## config.mk

```make
export PLATFORM = sky130hd
export DESIGN_NAME = cdr_dev_regs_flat
export DESIGN_NICKNAME = d
export VERILOG_FILES = /design/src/cdr_pkg.sv /design/src/cdr_link_if.sv /design/src/cdr_dev_regs.sv /design/src/flat_wrapper.sv
export VERILOG_INCLUDE_DIRS = /design/src
export SDC_FILE = /design/constraint.sdc
export NUM_CORES = 1
export LEC_CHECK = 0
export ABC_AREA = 0
export BUFFER_PORTS_ARGS = -buffer_cell sky130_fd_sc_hd__buf_2
export CAP_MARGIN = 20
export CORE_ASPECT_RATIO = 1.4
export CORE_MARGIN = 2
export CORE_UTILIZATION = 45
export CTS_CLUSTER_SIZE = 14
export DETAILED_ROUTE_END_ITERATION = 16
export PLACE_DENSITY_LB_ADDON = 0.3
export SLEW_MARGIN = 40
export SYNTH_ARGS = -nofsm -noshare
export SYNTH_HDL_FRONTEND = slang
export SYNTH_SLANG_ARGS = --single-unit
```

## constraint.sdc

```tcl
create_clock -name MCLK -period 2.9 [get_ports MCLK]
set_input_delay 0.435 -clock MCLK [delete_from_list [all_inputs] [get_ports MCLK]]
set_output_delay 0.435 -clock MCLK [all_outputs]
set_load 0.005 [all_outputs]
```

## src/cdr_consts.svh

```systemverilog
// Offsets, field positions, reset values and write masks of the codec
// output control register slice. Included by both ends of the link.
`ifndef CDR_CONSTS_SVH
`define CDR_CONSTS_SVH

// Device register offsets on the link
`define CDR_OFS_LEFT_AGC_GAIN 8'h20
`define CDR_OFS_RIGHT_AGC_GAIN 8'h21
`define CDR_OFS_LEFT_DEBOUNCE 8'h22
`define CDR_OFS_RIGHT_DEBOUNCE 8'h23
`define CDR_OFS_ADC_FLAGS 8'h24
`define CDR_OFS_DAC_POWER 8'h25
`define CDR_OFS_HP_DRIVER 8'h26
`define CDR_OFS_RESERVED 8'h27
`define CDR_OFS_OUT_STAGE 8'h28
`define CDR_OFS_DAC_SWITCH 8'h29
`define CDR_OFS_POP_REDUCE 8'h2a
`define CDR_OFS_LEFT_DAC_VOL 8'h2b
`define CDR_OFS_RIGHT_DAC_VOL 8'h2c

// Writable bits; all others are reserved or read-only
`define CDR_MASK_DEBOUNCE 8'hff
`define CDR_MASK_DAC_POWER 8'hf0
`define CDR_MASK_HP_DRIVER 8'h3e
`define CDR_MASK_OUT_STAGE 8'hff
`define CDR_MASK_DAC_SWITCH 8'hf3
`define CDR_MASK_POP_REDUCE 8'hfe
`define CDR_MASK_DAC_VOL 8'hff

// Reset values of registers that do not reset to zero
`define CDR_RST_DAC_VOL 8'h80

// Highest AGC gain code, 59.5 dB in half-dB steps
`define CDR_AGC_GAIN_TOP 7'h77

// Host controller registers on AXI4-Lite
`define CDR_AXI_CMD 8'h00
`define CDR_AXI_STATUS 8'h04
`define CDR_CMD_WRITE_BIT 16
`define CDR_STS_BUSY_BIT 0
`define CDR_STS_DONE_BIT 1
`define CDR_AXI_OKAY 2'h0
`define CDR_AXI_SLVERR 2'h2

`endif

```

## src/cdr_pkg.sv

```systemverilog
// Types shared by the device end and the host end of the register link.
// Assumes cdr_consts.svh for the numeric constants.
package cdr_pkg;

    typedef enum logic [1:0] {
        CDR_H_IDLE = 2'b01,
        CDR_H_WAIT = 2'b10
    } cdr_hstate_t;

    typedef struct packed {
        logic [7:0] dbc_l;
        logic [7:0] dbc_r;
        logic [7:0] dac_pwr;
        logic [7:0] hp_drv;
        logic [7:0] out_stage;
        logic [7:0] dac_sw;
        logic [7:0] pop;
        logic [7:0] vol_l;
        logic [7:0] vol_r;
        logic [7:0] gain_l;
        logic [7:0] gain_r;
        logic [7:0] flags;
        logic [7:0] eff_vol_l;
        logic [7:0] eff_vol_r;
        logic [11:0] noise_l;
        logic [11:0] noise_r;
        logic [6:0] sig_l;
        logic [6:0] sig_r;
        logic [18:0] pwron;
        logic [2:0] ramp;
        logic ack;
        logic [7:0] rdata;
    } cdr_dev_st_t;

    typedef struct packed {
        cdr_hstate_t state;
        logic req;
        logic we;
        logic [7:0] addr;
        logic [7:0] wdata;
        logic [7:0] rdata;
        logic done;
        logic cmd_we;
        logic [7:0] cmd_addr;
        logic [7:0] cmd_data;
        logic aw_got;
        logic w_got;
        logic [7:0] aw_addr;
        logic [31:0] w_data;
        logic [3:0] w_strb;
        logic aw_rdy;
        logic w_rdy;
        logic bvld;
        logic [1:0] bresp;
        logic ar_rdy;
        logic rvld;
        logic [31:0] rd;
        logic [1:0] rresp;
    } cdr_host_st_t;

endpackage

```

## src/cdr_link_if.sv

```systemverilog
// Register link between the host controller and the codec register slice.
// Both ends run on the same clock; req is held until ack is seen.
`timescale 1ns/1ps
interface cdr_link_if;
    logic req;
    logic we;
    logic [7:0] addr;
    logic [7:0] wdata;
    logic ack;
    logic [7:0] rdata;

    modport dev (
        input req,
        input we,
        input addr,
        input wdata,
        output ack,
        output rdata
    );

    modport host (
        output req,
        output we,
        output addr,
        output wdata,
        input ack,
        input rdata
    );
endinterface

```

## src/cdr_dev_regs.sv

```systemverilog
// Codec register slice: AGC gain readback, debounce, ADC/AGC flags, DAC
// power, driver setup, bypass, switching, pop reduction and DAC volume.
// Assumes a host on cdr_link_if that holds req until it sees ack.
//
// The AXI4-Lite slave port was left to the implementer.
`timescale 1ns/1ps
`include "cdr_consts.svh"

module cdr_dev_regs (
    input wire logic MCLK,
    input wire logic RST_B,
    cdr_link_if.dev link,
    input wire logic [7:0] AGC_GAIN_L,
    input wire logic [7:0] AGC_GAIN_R,
    input wire logic [6:0] AGC_MAX_L,
    input wire logic [6:0] AGC_MAX_R,
    input wire logic PGA_MATCH_L,
    input wire logic PGA_MATCH_R,
    input wire logic ADC_UP_L,
    input wire logic ADC_UP_R,
    input wire logic BELOW_NOISE_L,
    input wire logic BELOW_NOISE_R,
    input wire logic DOUBLE_RATE_AUDIO,
    output logic DAC_PWR_L,
    output logic DAC_PWR_R,
    output logic [1:0] LEFT_COMMON_DRV_CFG,
    output logic [2:0] RIGHT_COMMON_DRV_CFG,
    output logic SCP_EN,
    output logic SCP_AUTO_PD,
    output logic [1:0] COMMON_MODE_VOLTAGE_SEL,
    output logic [1:0] BYPASS_L,
    output logic [1:0] BYPASS_R,
    output logic [1:0] SOFT_STEP,
    output logic [1:0] DAC_SWITCH_L,
    output logic [1:0] DAC_SWITCH_R,
    output logic [18:0] PWRON_DELAY_10US,
    output logic [2:0] RAMP_STEP_MS,
    output logic WEAK_CM_BANDGAP,
    output logic MUTE_L,
    output logic MUTE_R,
    output logic [6:0] ATTEN_L,
    output logic [6:0] ATTEN_R,
    output logic [11:0] NOISE_DBC_HALF_MS_L,
    output logic [11:0] NOISE_DBC_HALF_MS_R,
    output logic [6:0] SIG_DBC_HALF_MS_L,
    output logic [6:0] SIG_DBC_HALF_MS_R
);
    import cdr_pkg::*;

    cdr_dev_st_t st_q;
    cdr_dev_st_t st_d;

    // Noise debounce in half-ms units: 0 for code 0, 2^(code-1) for 1 to 7, 128*(code-7) up
    function automatic logic [11:0] noise_dbc(input logic [4:0] code);
        logic [11:0] mult;
        mult = {7'h00, code} - 12'h007;
        if (code == 5'h00) begin
            noise_dbc = 12'h000;
        end else if (code < 5'h08) begin
            noise_dbc = 12'h001 << (code - 5'h01);
        end else begin
            noise_dbc = {mult[4:0], 7'h00};
        end
    endfunction

    function automatic logic [6:0] sig_dbc(input logic [2:0] code);
        if (code == 3'h0) begin
            sig_dbc = 7'h00;
        end else begin
            sig_dbc = 7'h01 << (code - 3'h1);
        end
    endfunction

    // Driver power-on delay in units of 10 us
    function automatic logic [18:0] pwron_delay(input logic [3:0] code);
        case (code)
            4'h0: pwron_delay = 19'h00000;
            4'h1: pwron_delay = 19'h00001;
            4'h2: pwron_delay = 19'h0000a;
            4'h3: pwron_delay = 19'h00064;
            4'h4: pwron_delay = 19'h003e8;
            4'h5: pwron_delay = 19'h01388;
            4'h6: pwron_delay = 19'h02710;
            4'h7: pwron_delay = 19'h04e20;
            4'h8: pwron_delay = 19'h09c40;
            4'h9: pwron_delay = 19'h13880;
            4'ha: pwron_delay = 19'h30d40;
            // Codes above 1011 are forbidden; treat them as the longest
            default: pwron_delay = 19'h61a80;
        endcase
    endfunction

    // Gain codes above 59.5 dB still cap there, so the compare uses the cap
    function automatic logic saturated(input logic [7:0] gain,
                                       input logic [6:0] max);
        logic [6:0] cap;
        cap = (max > `CDR_AGC_GAIN_TOP) ? `CDR_AGC_GAIN_TOP : max;
        saturated = (gain == {1'b0, cap});
    endfunction

    function automatic logic [7:0] merge(input logic [7:0] old,
                                         input logic [7:0] wr,
                                         input logic [7:0] mask);
        merge = (old & ~mask) | (wr & mask);
    endfunction

    always_comb begin
        st_d = st_q;
        st_d.ack = 1'b0;

        st_d.gain_l = AGC_GAIN_L;
        st_d.gain_r = AGC_GAIN_R;
        st_d.flags = {PGA_MATCH_L, ADC_UP_L, BELOW_NOISE_L,
                      saturated(AGC_GAIN_L, AGC_MAX_L),
                      PGA_MATCH_R, ADC_UP_R, BELOW_NOISE_R,
                      saturated(AGC_GAIN_R, AGC_MAX_R)};

        // Writes take effect only on writable bits; the access is taken once
        // per request since ack stays high for one cycle only
        if (link.req && !st_q.ack) begin
            st_d.ack = 1'b1;
            if (link.we) begin
                unique case (link.addr)
                    `CDR_OFS_LEFT_DEBOUNCE: st_d.dbc_l = merge(st_q.dbc_l,
                        link.wdata, `CDR_MASK_DEBOUNCE);
                    `CDR_OFS_RIGHT_DEBOUNCE: st_d.dbc_r = merge(st_q.dbc_r,
                        link.wdata, `CDR_MASK_DEBOUNCE);
                    `CDR_OFS_DAC_POWER: st_d.dac_pwr = merge(st_q.dac_pwr,
                        link.wdata, `CDR_MASK_DAC_POWER);
                    `CDR_OFS_HP_DRIVER: st_d.hp_drv = merge(st_q.hp_drv,
                        link.wdata, `CDR_MASK_HP_DRIVER);
                    `CDR_OFS_OUT_STAGE: st_d.out_stage = merge(st_q.out_stage,
                        link.wdata, `CDR_MASK_OUT_STAGE);
                    `CDR_OFS_DAC_SWITCH: st_d.dac_sw = merge(st_q.dac_sw,
                        link.wdata, `CDR_MASK_DAC_SWITCH);
                    `CDR_OFS_POP_REDUCE: st_d.pop = merge(st_q.pop,
                        link.wdata, `CDR_MASK_POP_REDUCE);
                    `CDR_OFS_LEFT_DAC_VOL: st_d.vol_l = merge(st_q.vol_l,
                        link.wdata, `CDR_MASK_DAC_VOL);
                    `CDR_OFS_RIGHT_DAC_VOL: st_d.vol_r = merge(st_q.vol_r,
                        link.wdata, `CDR_MASK_DAC_VOL);
                    // Gain, flag and reserved registers drop writes
                    default: st_d.rdata = st_q.rdata;
                endcase
            end else begin
                unique case (link.addr)
                    `CDR_OFS_LEFT_AGC_GAIN: st_d.rdata = st_q.gain_l;
                    `CDR_OFS_RIGHT_AGC_GAIN: st_d.rdata = st_q.gain_r;
                    `CDR_OFS_LEFT_DEBOUNCE: st_d.rdata = st_q.dbc_l;
                    `CDR_OFS_RIGHT_DEBOUNCE: st_d.rdata = st_q.dbc_r;
                    `CDR_OFS_ADC_FLAGS: st_d.rdata = st_q.flags;
                    `CDR_OFS_DAC_POWER: st_d.rdata = st_q.dac_pwr;
                    `CDR_OFS_HP_DRIVER: st_d.rdata = st_q.hp_drv;
                    `CDR_OFS_OUT_STAGE: st_d.rdata = st_q.out_stage;
                    `CDR_OFS_DAC_SWITCH: st_d.rdata = st_q.dac_sw;
                    `CDR_OFS_POP_REDUCE: st_d.rdata = st_q.pop;
                    `CDR_OFS_LEFT_DAC_VOL: st_d.rdata = st_q.vol_l;
                    `CDR_OFS_RIGHT_DAC_VOL: st_d.rdata = st_q.vol_r;
                    default: st_d.rdata = 8'h00;
                endcase
            end
        end

        // Linkage 01 and 10 borrow the other channel's whole register
        unique case (st_d.dac_sw[1:0])
            2'b01: begin
                st_d.eff_vol_l = st_d.vol_r;
                st_d.eff_vol_r = st_d.vol_r;
            end
            2'b10: begin
                st_d.eff_vol_l = st_d.vol_l;
                st_d.eff_vol_r = st_d.vol_l;
            end
            default: begin
                st_d.eff_vol_l = st_d.vol_l;
                st_d.eff_vol_r = st_d.vol_r;
            end
        endcase

        // Times hold for normal rate; with double rate the analog side
        // scales them, so the encoded figures are passed on unchanged
        st_d.noise_l = noise_dbc(st_d.dbc_l[7:3]);
        st_d.noise_r = noise_dbc(st_d.dbc_r[7:3]);
        st_d.sig_l = sig_dbc(st_d.dbc_l[2:0]);
        st_d.sig_r = sig_dbc(st_d.dbc_r[2:0]);
        st_d.pwron = pwron_delay(st_d.pop[7:4]);
        // Kept as a register so the output comes straight from a flop
        st_d.ramp = (st_d.pop[3:2] == 2'b11) ? 3'h4
                                             : {1'b0, st_d.pop[3:2]};
    end

    always_ff @(posedge MCLK) begin
        if (!RST_B) begin
            st_q <= '0;
            st_q.vol_l <= `CDR_RST_DAC_VOL;
            st_q.vol_r <= `CDR_RST_DAC_VOL;
            st_q.eff_vol_l <= `CDR_RST_DAC_VOL;
            st_q.eff_vol_r <= `CDR_RST_DAC_VOL;
        end else begin
            st_q <= st_d;
        end
    end

    assign link.ack = st_q.ack;
    assign link.rdata = st_q.rdata;
    assign DAC_PWR_L = st_q.dac_pwr[7];
    assign DAC_PWR_R = st_q.dac_pwr[6];
    assign LEFT_COMMON_DRV_CFG = st_q.dac_pwr[5:4];
    assign RIGHT_COMMON_DRV_CFG = st_q.hp_drv[5:3];
    assign SCP_EN = st_q.hp_drv[2];
    assign SCP_AUTO_PD = st_q.hp_drv[1];
    assign COMMON_MODE_VOLTAGE_SEL = st_q.out_stage[7:6];
    assign BYPASS_L = st_q.out_stage[5:4];
    assign BYPASS_R = st_q.out_stage[3:2];
    assign SOFT_STEP = st_q.out_stage[1:0];
    assign DAC_SWITCH_L = st_q.dac_sw[7:6];
    assign DAC_SWITCH_R = st_q.dac_sw[5:4];
    assign PWRON_DELAY_10US = st_q.pwron;
    assign RAMP_STEP_MS = st_q.ramp;
    assign WEAK_CM_BANDGAP = st_q.pop[1];
    assign MUTE_L = st_q.eff_vol_l[7];
    assign MUTE_R = st_q.eff_vol_r[7];
    assign ATTEN_L = st_q.eff_vol_l[6:0];
    assign ATTEN_R = st_q.eff_vol_r[6:0];
    assign NOISE_DBC_HALF_MS_L = st_q.noise_l;
    assign NOISE_DBC_HALF_MS_R = st_q.noise_r;
    assign SIG_DBC_HALF_MS_L = st_q.sig_l;
    assign SIG_DBC_HALF_MS_R = st_q.sig_r;
endmodule

```

## src/flat_wrapper.sv

```systemverilog
// flat-port wrapper written by rule: the top's interface ports become plain ports
module cdr_dev_regs_flat import cdr_pkg::*;
  (MCLK, RST_B, AGC_GAIN_L, AGC_GAIN_R, AGC_MAX_L, AGC_MAX_R, PGA_MATCH_L, PGA_MATCH_R, ADC_UP_L, ADC_UP_R, BELOW_NOISE_L, BELOW_NOISE_R, DOUBLE_RATE_AUDIO, DAC_PWR_L, DAC_PWR_R, LEFT_COMMON_DRV_CFG, RIGHT_COMMON_DRV_CFG, SCP_EN, SCP_AUTO_PD, COMMON_MODE_VOLTAGE_SEL, BYPASS_L, BYPASS_R, SOFT_STEP, DAC_SWITCH_L, DAC_SWITCH_R, PWRON_DELAY_10US, RAMP_STEP_MS, WEAK_CM_BANDGAP, MUTE_L, MUTE_R, ATTEN_L, ATTEN_R, NOISE_DBC_HALF_MS_L, NOISE_DBC_HALF_MS_R, SIG_DBC_HALF_MS_L, SIG_DBC_HALF_MS_R, link_req, link_we, link_addr, link_wdata, link_ack, link_rdata);
  cdr_link_if link_i ();
  input wire logic MCLK;
  input wire logic RST_B;
  input wire logic [7:0] AGC_GAIN_L;
  input wire logic [7:0] AGC_GAIN_R;
  input wire logic [6:0] AGC_MAX_L;
  input wire logic [6:0] AGC_MAX_R;
  input wire logic PGA_MATCH_L;
  input wire logic PGA_MATCH_R;
  input wire logic ADC_UP_L;
  input wire logic ADC_UP_R;
  input wire logic BELOW_NOISE_L;
  input wire logic BELOW_NOISE_R;
  input wire logic DOUBLE_RATE_AUDIO;
  output logic DAC_PWR_L;
  output logic DAC_PWR_R;
  output logic [1:0] LEFT_COMMON_DRV_CFG;
  output logic [2:0] RIGHT_COMMON_DRV_CFG;
  output logic SCP_EN;
  output logic SCP_AUTO_PD;
  output logic [1:0] COMMON_MODE_VOLTAGE_SEL;
  output logic [1:0] BYPASS_L;
  output logic [1:0] BYPASS_R;
  output logic [1:0] SOFT_STEP;
  output logic [1:0] DAC_SWITCH_L;
  output logic [1:0] DAC_SWITCH_R;
  output logic [18:0] PWRON_DELAY_10US;
  output logic [2:0] RAMP_STEP_MS;
  output logic WEAK_CM_BANDGAP;
  output logic MUTE_L;
  output logic MUTE_R;
  output logic [6:0] ATTEN_L;
  output logic [6:0] ATTEN_R;
  output logic [11:0] NOISE_DBC_HALF_MS_L;
  output logic [11:0] NOISE_DBC_HALF_MS_R;
  output logic [6:0] SIG_DBC_HALF_MS_L;
  output logic [6:0] SIG_DBC_HALF_MS_R;
  input wire logic [$bits(link_i.req)-1:0] link_req;
  input wire logic [$bits(link_i.we)-1:0] link_we;
  input wire logic [$bits(link_i.addr)-1:0] link_addr;
  input wire logic [$bits(link_i.wdata)-1:0] link_wdata;
  output wire logic [$bits(link_i.ack)-1:0] link_ack;
  output wire logic [$bits(link_i.rdata)-1:0] link_rdata;
  assign link_i.req = link_req;
  assign link_i.we = link_we;
  assign link_i.addr = link_addr;
  assign link_i.wdata = link_wdata;
  assign link_ack = link_i.ack;
  assign link_rdata = link_i.rdata;
  cdr_dev_regs u_core (.MCLK(MCLK), .RST_B(RST_B), .link(link_i), .AGC_GAIN_L(AGC_GAIN_L), .AGC_GAIN_R(AGC_GAIN_R), .AGC_MAX_L(AGC_MAX_L), .AGC_MAX_R(AGC_MAX_R), .PGA_MATCH_L(PGA_MATCH_L), .PGA_MATCH_R(PGA_MATCH_R), .ADC_UP_L(ADC_UP_L), .ADC_UP_R(ADC_UP_R), .BELOW_NOISE_L(BELOW_NOISE_L), .BELOW_NOISE_R(BELOW_NOISE_R), .DOUBLE_RATE_AUDIO(DOUBLE_RATE_AUDIO), .DAC_PWR_L(DAC_PWR_L), .DAC_PWR_R(DAC_PWR_R), .LEFT_COMMON_DRV_CFG(LEFT_COMMON_DRV_CFG), .RIGHT_COMMON_DRV_CFG(RIGHT_COMMON_DRV_CFG), .SCP_EN(SCP_EN), .SCP_AUTO_PD(SCP_AUTO_PD), .COMMON_MODE_VOLTAGE_SEL(COMMON_MODE_VOLTAGE_SEL), .BYPASS_L(BYPASS_L), .BYPASS_R(BYPASS_R), .SOFT_STEP(SOFT_STEP), .DAC_SWITCH_L(DAC_SWITCH_L), .DAC_SWITCH_R(DAC_SWITCH_R), .PWRON_DELAY_10US(PWRON_DELAY_10US), .RAMP_STEP_MS(RAMP_STEP_MS), .WEAK_CM_BANDGAP(WEAK_CM_BANDGAP), .MUTE_L(MUTE_L), .MUTE_R(MUTE_R), .ATTEN_L(ATTEN_L), .ATTEN_R(ATTEN_R), .NOISE_DBC_HALF_MS_L(NOISE_DBC_HALF_MS_L), .NOISE_DBC_HALF_MS_R(NOISE_DBC_HALF_MS_R), .SIG_DBC_HALF_MS_L(SIG_DBC_HALF_MS_L), .SIG_DBC_HALF_MS_R(SIG_DBC_HALF_MS_R));
endmodule
```

# Word level (Yosys, flattened, before mapping)
# Memory sizes are Yosys's and may differ from the RTL's. A register that Yosys moved wholly into a read port is not among the register bits.
# Cells that the tools add are included.
# op_classes
add_sub_neg	6
multipliers	0
div_mod_pow	0
order_cmp	4
n_eq_ne	17
shift	4
muxes	20
bitwise	8
reduce_logical	20
# op_table
operator	n
$mux 72	2
$eq 8x6->1 const B	12
$pmux 8 s12	1
$mux 8	10
$pmux 16 s2	1
$mux 12	2
$shl 1x5->12 const A	2
$eq 8x7->1	2
$or 4x8->8	2
$reduce_and 3->1	5
$gt 7x7->1 const B	2
$mux 7	2
$shl 1x3->7 const A	2
$logic_not 5->1	2
$lt 5x4->1 const B	2
$reduce_or 2->1	5
$sub 5x1->5 const B	2
$sub 5x3->5 const B	2
$mux 9	1
$or 1x8->8	1
$or 8x6->8	1
$logic_not 3->1	2
$reduce_or 3->1	2
$sub 3x1->3 const B	2
other kinds (7)	12
# word_totals
regBits	162
latchBits	0
ramBits	0
rom_bits	304
inputBits	57
out_inout_bits	107
mem_count	1
# memory_table
memory	words	word_bits	rd	rd_clocked_by_memory_dff	wr	line_no	rtl
(no name shown)	16	19	1	1	0	cdr_dev_regs.sv:76	case (code)

# Longest topological paths before layout
# depth
ltp_word	7
mapped_depth	13

# Least setup slack after synthesis
# Ideal clock, no wire load.
# synth_timing
kind	input-to-reg
start	in link_addr[7]
end	reg u_core.st_q, in the netlist u_core.NOISE_DBC_HALF_MS_L[0]
setup_ps	115
t_arrival_ps	2976
setup_slack_ps	-191
path_stages	13
path_cell_list	nor4b_2 > and4b_1 > buf_4 > buf_2 > mux2i_1 > ha_1 > clkbuf_1 > xor2_1 > nor2_1 > nor3_1 > a21oi_1 > and4_1 > and2_1
# synth_via
elab_chain_cells	7
elab_cells_between_ends	10
# synth_lines
element	line_no	rtl
start, declared	flat_wrapper.sv:43	input wire logic [$bits(link_i.addr)-1:0] link_addr;
$eq 8x6->1 *	cdr_dev_regs.sv:123	unique case (link.addr)
$mux 8 *	cdr_dev_regs.sv:123	
$mux 72 *	cdr_dev_regs.sv:122	if (link.we) begin
$mux 72 *	cdr_dev_regs.sv:120	if (link.req && !st_q.ack) begin
$lt 5x4->1	cdr_dev_regs.sv:59	end else if (code < 5'h08) begin
$not 1->1 (no line)	--	
$reduce_or 3->1 (no line)	--	
end signal, assigned	cdr_dev_regs.sv:200	st_q <= st_d;
end, declared	cdr_dev_regs.sv:50	cdr_dev_st_t st_q;
# Mark *: on every way between the ends. The rest lies on a longest branch, timed or not.
# A chain may end at the register's enable or synchronous reset.

# Worst setup path in the final report
# layout_timing
start	reg u_core.st_q, in the netlist u_core.link.ack
end	reg u_core.st_q, in the netlist u_core.NOISE_DBC_HALF_MS_L[2]
# layout_via
elab_chain_cells	6
elab_cells_between_ends	9
# layout_lines
element	line_no
$logic_not 1->1 *	cdr_dev_regs.sv:120
$logic_and 1x1->1 *	cdr_dev_regs.sv:120
$mux 72 *	cdr_dev_regs.sv:120
$lt 5x4->1	cdr_dev_regs.sv:59
$not 1->1 (no line)	--
$reduce_or 3->1 (no line)	--
# Marks and branches as above.

==> impl_summary.md <==
Run status
The flow ran to the end, and the final reports show no timing, DRC or antenna violations.

Finish
After filler insertion, the fill cell instance count of the layout stands at 1729. Of the cells placed in the final design, the portion with a size suffix greater than 1 is 0.2739. 0 antenna diodes ended up in the layout. The final-stage net count is 1061. Summing all non-filler instances in the final layout gives an area of 9438 sq um. The area growth from synthesis to layout is 14.13%.

The final standard cell count with taps included and fillers excluded is 1233. The share of the core filled with cells in the final layout is 0.5244.

Routing
The number of iterations in the first detailed-routing pass is 5. In the routed layout, each cell is associated on average with a via count of 5.058. The final layout contains routed wiring with a total length of 20550 um.

The wire length per cell after detailed routing is 16.67 um. The count of unresolved DRC violations after routing is 0. The detailed router finished its first iteration with 442 violations.

The via count is 6237. The count of nets left with antenna violations once routing finished came out at 0.

Synth
The count of warnings emitted by yosys is 0. Of the total synthesized cell area, the portion taken by XOR and XNOR cells is 0.01377. The synthesized design spends more area on one cell type than any other, namely sky130_fd_sc_hd__dfxtp_1. The most instantiated library cell after synthesis is sky130_fd_sc_hd__dfxtp_1.

The largest family of logic cells by synthesized area is simple AND/OR/NAND/NOR gates. In this run the mean area of a mapped cell was 9.281 sq um. Counting flops and latches in the post-synthesis netlist gives 171. The simple-gate area share of the yosys netlist is 0.2026. In the synthesized netlist, the cells that appear most often are 171 x sky130_fd_sc_hd__dfxtp_1, 100 x sky130_fd_sc_hd__buf_4, 74 x sky130_fd_sc_hd__mux2i_1. Of the total synthesized cell area, the portion taken by full adders, half adders and majority gates is 0.03752. The synthesized design contains 0 enable-type register cells. The most used flip-flop cell after synthesis is sky130_fd_sc_hd__dfxtp_1. Of the post-synthesis cell area, the part taken by muxes is 0.1071.

By area the synthesized netlist is led by sky130_fd_sc_hd__dfxtp_1 41%, sky130_fd_sc_hd__buf_4 9.1%, sky130_fd_sc_hd__mux2i_1 9.0%. The cell area after technology mapping is 8269 sq um. In the synthesized netlist, the number of instances is 891. The share of synthesized area in the top cell type comes to 0.4140. The compound-cell area share of the yosys netlist was 0.1014. The number of nets produced by synthesis is 972.

The synthesized netlist contains 67 unique library cells. The async set-reset flop share out of synthesis is 0. Of the synthesized area, sequential elements account for 0.4140.

Placement
The count of buffers added on input and output ports is 162. At the end of routability-driven placement, the weighted congestion stood at 0.9093. The total half-perimeter wirelength after legalization and detailed placement is 15580 um. The pre-CTS worst setup slack is 0.03724 ns. The number of placed instances, taps included is 1201. The post-placement cell area is 8872 sq um.

Clock network
In this run the number of H-tree levels came out at 4. Counting the buffers created by CTS gives 17. TritonCTS built the clock tree. The number of buffers added to fix hold violations after cts is 0. At the later pin of the worst-skew pair, clock insertion delay measures 0.43 ns. The clock-pin slew of the registers on the worst-case setup and hold paths is 0.07 ns. Once the clock tree was built, the setup fixing pass inserted 0 buffers. The cell sitting at the root of the clock tree is a sky130_fd_sc_hd__clkbuf_16. The maximum clock insertion buffer count is 2. The clock net in this run drives a total of 171 sinks. Gates resized during post-CTS repair numbered 0.

Global route
The number of antenna violations at the first check in global routing came to 0. The first global-routing pass estimated 31970 um of wire. The number of global-route vias before repair is 5980. The total track usage is 0.2109. Entering global routing, the biggest net connects 53 pins. The residual overflow from global routing is 0.

Setup path
STA classifies the critical path startpoint as a flip-flop. STA classifies the critical path endpoint as a flip-flop. The critical path start-end classification is flip-flop to flip-flop. The slack of the worst reg-to-reg path is 0.41 ns. In this run the worst path has a maximum fanout of 5. The origin of the critical flop-to-flop path is u_core.link.ack.

At the worst endpoint, the arrival time is 2.81 ns. The data required time of the worst path is 3.22 ns. The launching element of the worst setup path is u_core.link.ack.

STA
Across the routed clock network, the largest skew measured is 0.01513 ns. The number of endpoints with negative hold slack in the final report is 0. The worst path needs 2.492 ns of the cycle, external delays included. The maximum operating frequency is 0.4012 GHz. The total setup violations reported at the end of the flow is 0. The number of pins exceeding their max-slew limit in the final report is 0. Of the available clock period, the critical path in the final layout requires 0.8595. Setup repair after global routing left no endpoint under its margin. The actual slew at the worst max-slew pin is 0.5569 ns. Measured against its own limit, the worst slew margin works out to 0.6287.

The slack of the critical path is 0.4076 ns.

Pwr
After layout, the design draws a total of 0.004839 W. Power spread over the standard cell area amounts to 512.7 nW/um^2. The leakage dissipation is 4.120 nW. The peak ir drop on the vdd network is 0.3731 mV.

Die
The number of placement rows is 58. The number of top-level pins is 164. The starting utilization of the core area is 0.4595. The die covers 19490 sq um. The die is 164.4 um tall. The total area inside the core boundary comes to 18000 sq um. The die width is 118.6 um.

Hold path
The tightest min-delay check is of the input pin to flip-flop type. The critical hold path startpoint is BELOW_NOISE_R.

Job
Max-cap violations in this run came to 0.
[routing by layer]
metal / wire, um / GRT usage / up-vias
met5: 0 / 0 / -
met4: 656 / 0.09361 / 0
met3: 1038 / 0.03626 / 40
met2: 10250 / 0.3704 / 208
met1: 8604 / 0.2525 / 2857
li1: - / - / 3132
[final timing paths]
path                                                 endpoint  depth (start not counted)
worst max-delay path            u_core.NOISE_DBC_HALF_MS_L[2]                         10
worst min-delay path                          u_core.st_q[86]                          2
worst max register to register  u_core.NOISE_DBC_HALF_MS_L[2]                         10
worst min register to register           u_core.link.rdata[2]                          2
[area by class of cell]
class                      instances  area (sq um)  share of cell area
multi-input combinational        551          3840              0.4069
tap                              240         300.3             0.03182
timing repair buffer             211          1204              0.1275
sequential                       171          3423              0.3627
clock inverter                    14         126.4             0.01339
clock buffer                      18         439.2             0.04653
inverter                          28         105.1             0.01114
[layout by cell type (no fill, tap or decap), types with 20 or more instances in the layout]
cell type / count
sky130_fd_sc_hd__dfxtp_1: 171
sky130_fd_sc_hd__nand2_1: 44
sky130_fd_sc_hd__and2_1: 54
sky130_fd_sc_hd__ha_1: 24
sky130_fd_sc_hd__buf_2: 162
sky130_fd_sc_hd__buf_4: 47
sky130_fd_sc_hd__o21ai_0: 25
sky130_fd_sc_hd__inv_1: 28
sky130_fd_sc_hd__nor2b_1: 59
sky130_fd_sc_hd__a21oi_1: 20
sky130_fd_sc_hd__mux2i_1: 72
sky130_fd_sc_hd__nor2_1: 55
[cell families after synthesis]
family,count (synthesis)
mux,86
flops,171
compound gates,125
fa+ha+maj,25
buf+inv,169
simple gates,302
xor+xnor,13
[state kept, by name (all words and copies together), names as in the netlist, 2 cells and up]
name	flops
u_core.st_q	64
u_core.PWRON_DELAY_10US	19
u_core.NOISE_DBC_HALF_MS_L	12
u_core.NOISE_DBC_HALF_MS_R	12
u_core.link.rdata	8
u_core.ATTEN_L	7
u_core.ATTEN_R	7
u_core.SIG_DBC_HALF_MS_L	7
u_core.SIG_DBC_HALF_MS_R	7
u_core.RAMP_STEP_MS	3
u_core.RIGHT_COMMON_DRV_CFG	3
u_core.BYPASS_L	2
u_core.BYPASS_R	2
u_core.COMMON_MODE_VOLTAGE_SEL	2
u_core.DAC_SWITCH_L	2
u_core.DAC_SWITCH_R	2
u_core.LEFT_COMMON_DRV_CFG	2
u_core.SOFT_STEP	2
[power breakdown]
part	switching, W	internal [W]	total, W
clock network	0.00104	0.00116	0.00220
logic	0.000156	0.000107	0.000263
registers	0.00000890	0.00236	0.00237
total	0.00121	0.00363	0.00484
[metrics by stage]
stage / TNS [ns] / hold slack [ns]
floorplan: 0 / 0.4263
global placement: -0.01670 / 0.4350
detailed placement: 0 / 0.4396
CTS: 0 / 0.2036
global route: 0 / 0.2046
finish: 0 / 0.2078
[worst max-delay path, cell delays in order (launching register included)]
cell and delay [ns]:
sky130_fd_sc_hd__dfxtp_1 0.33, sky130_fd_sc_hd__and4b_1 0.27, sky130_fd_sc_hd__and4b_1 0.36, sky130_fd_sc_hd__mux2i_2 0.27, sky130_fd_sc_hd__ha_1 0.33, sky130_fd_sc_hd__xor2_1 0.17
sky130_fd_sc_hd__nor2_1 0.05, sky130_fd_sc_hd__nor3_1 0.13, sky130_fd_sc_hd__a21oi_1 0.08, sky130_fd_sc_hd__and4_1 0.22, sky130_fd_sc_hd__and2_1 0.16
Note: power is estimated with default switching activity, not from simulation.
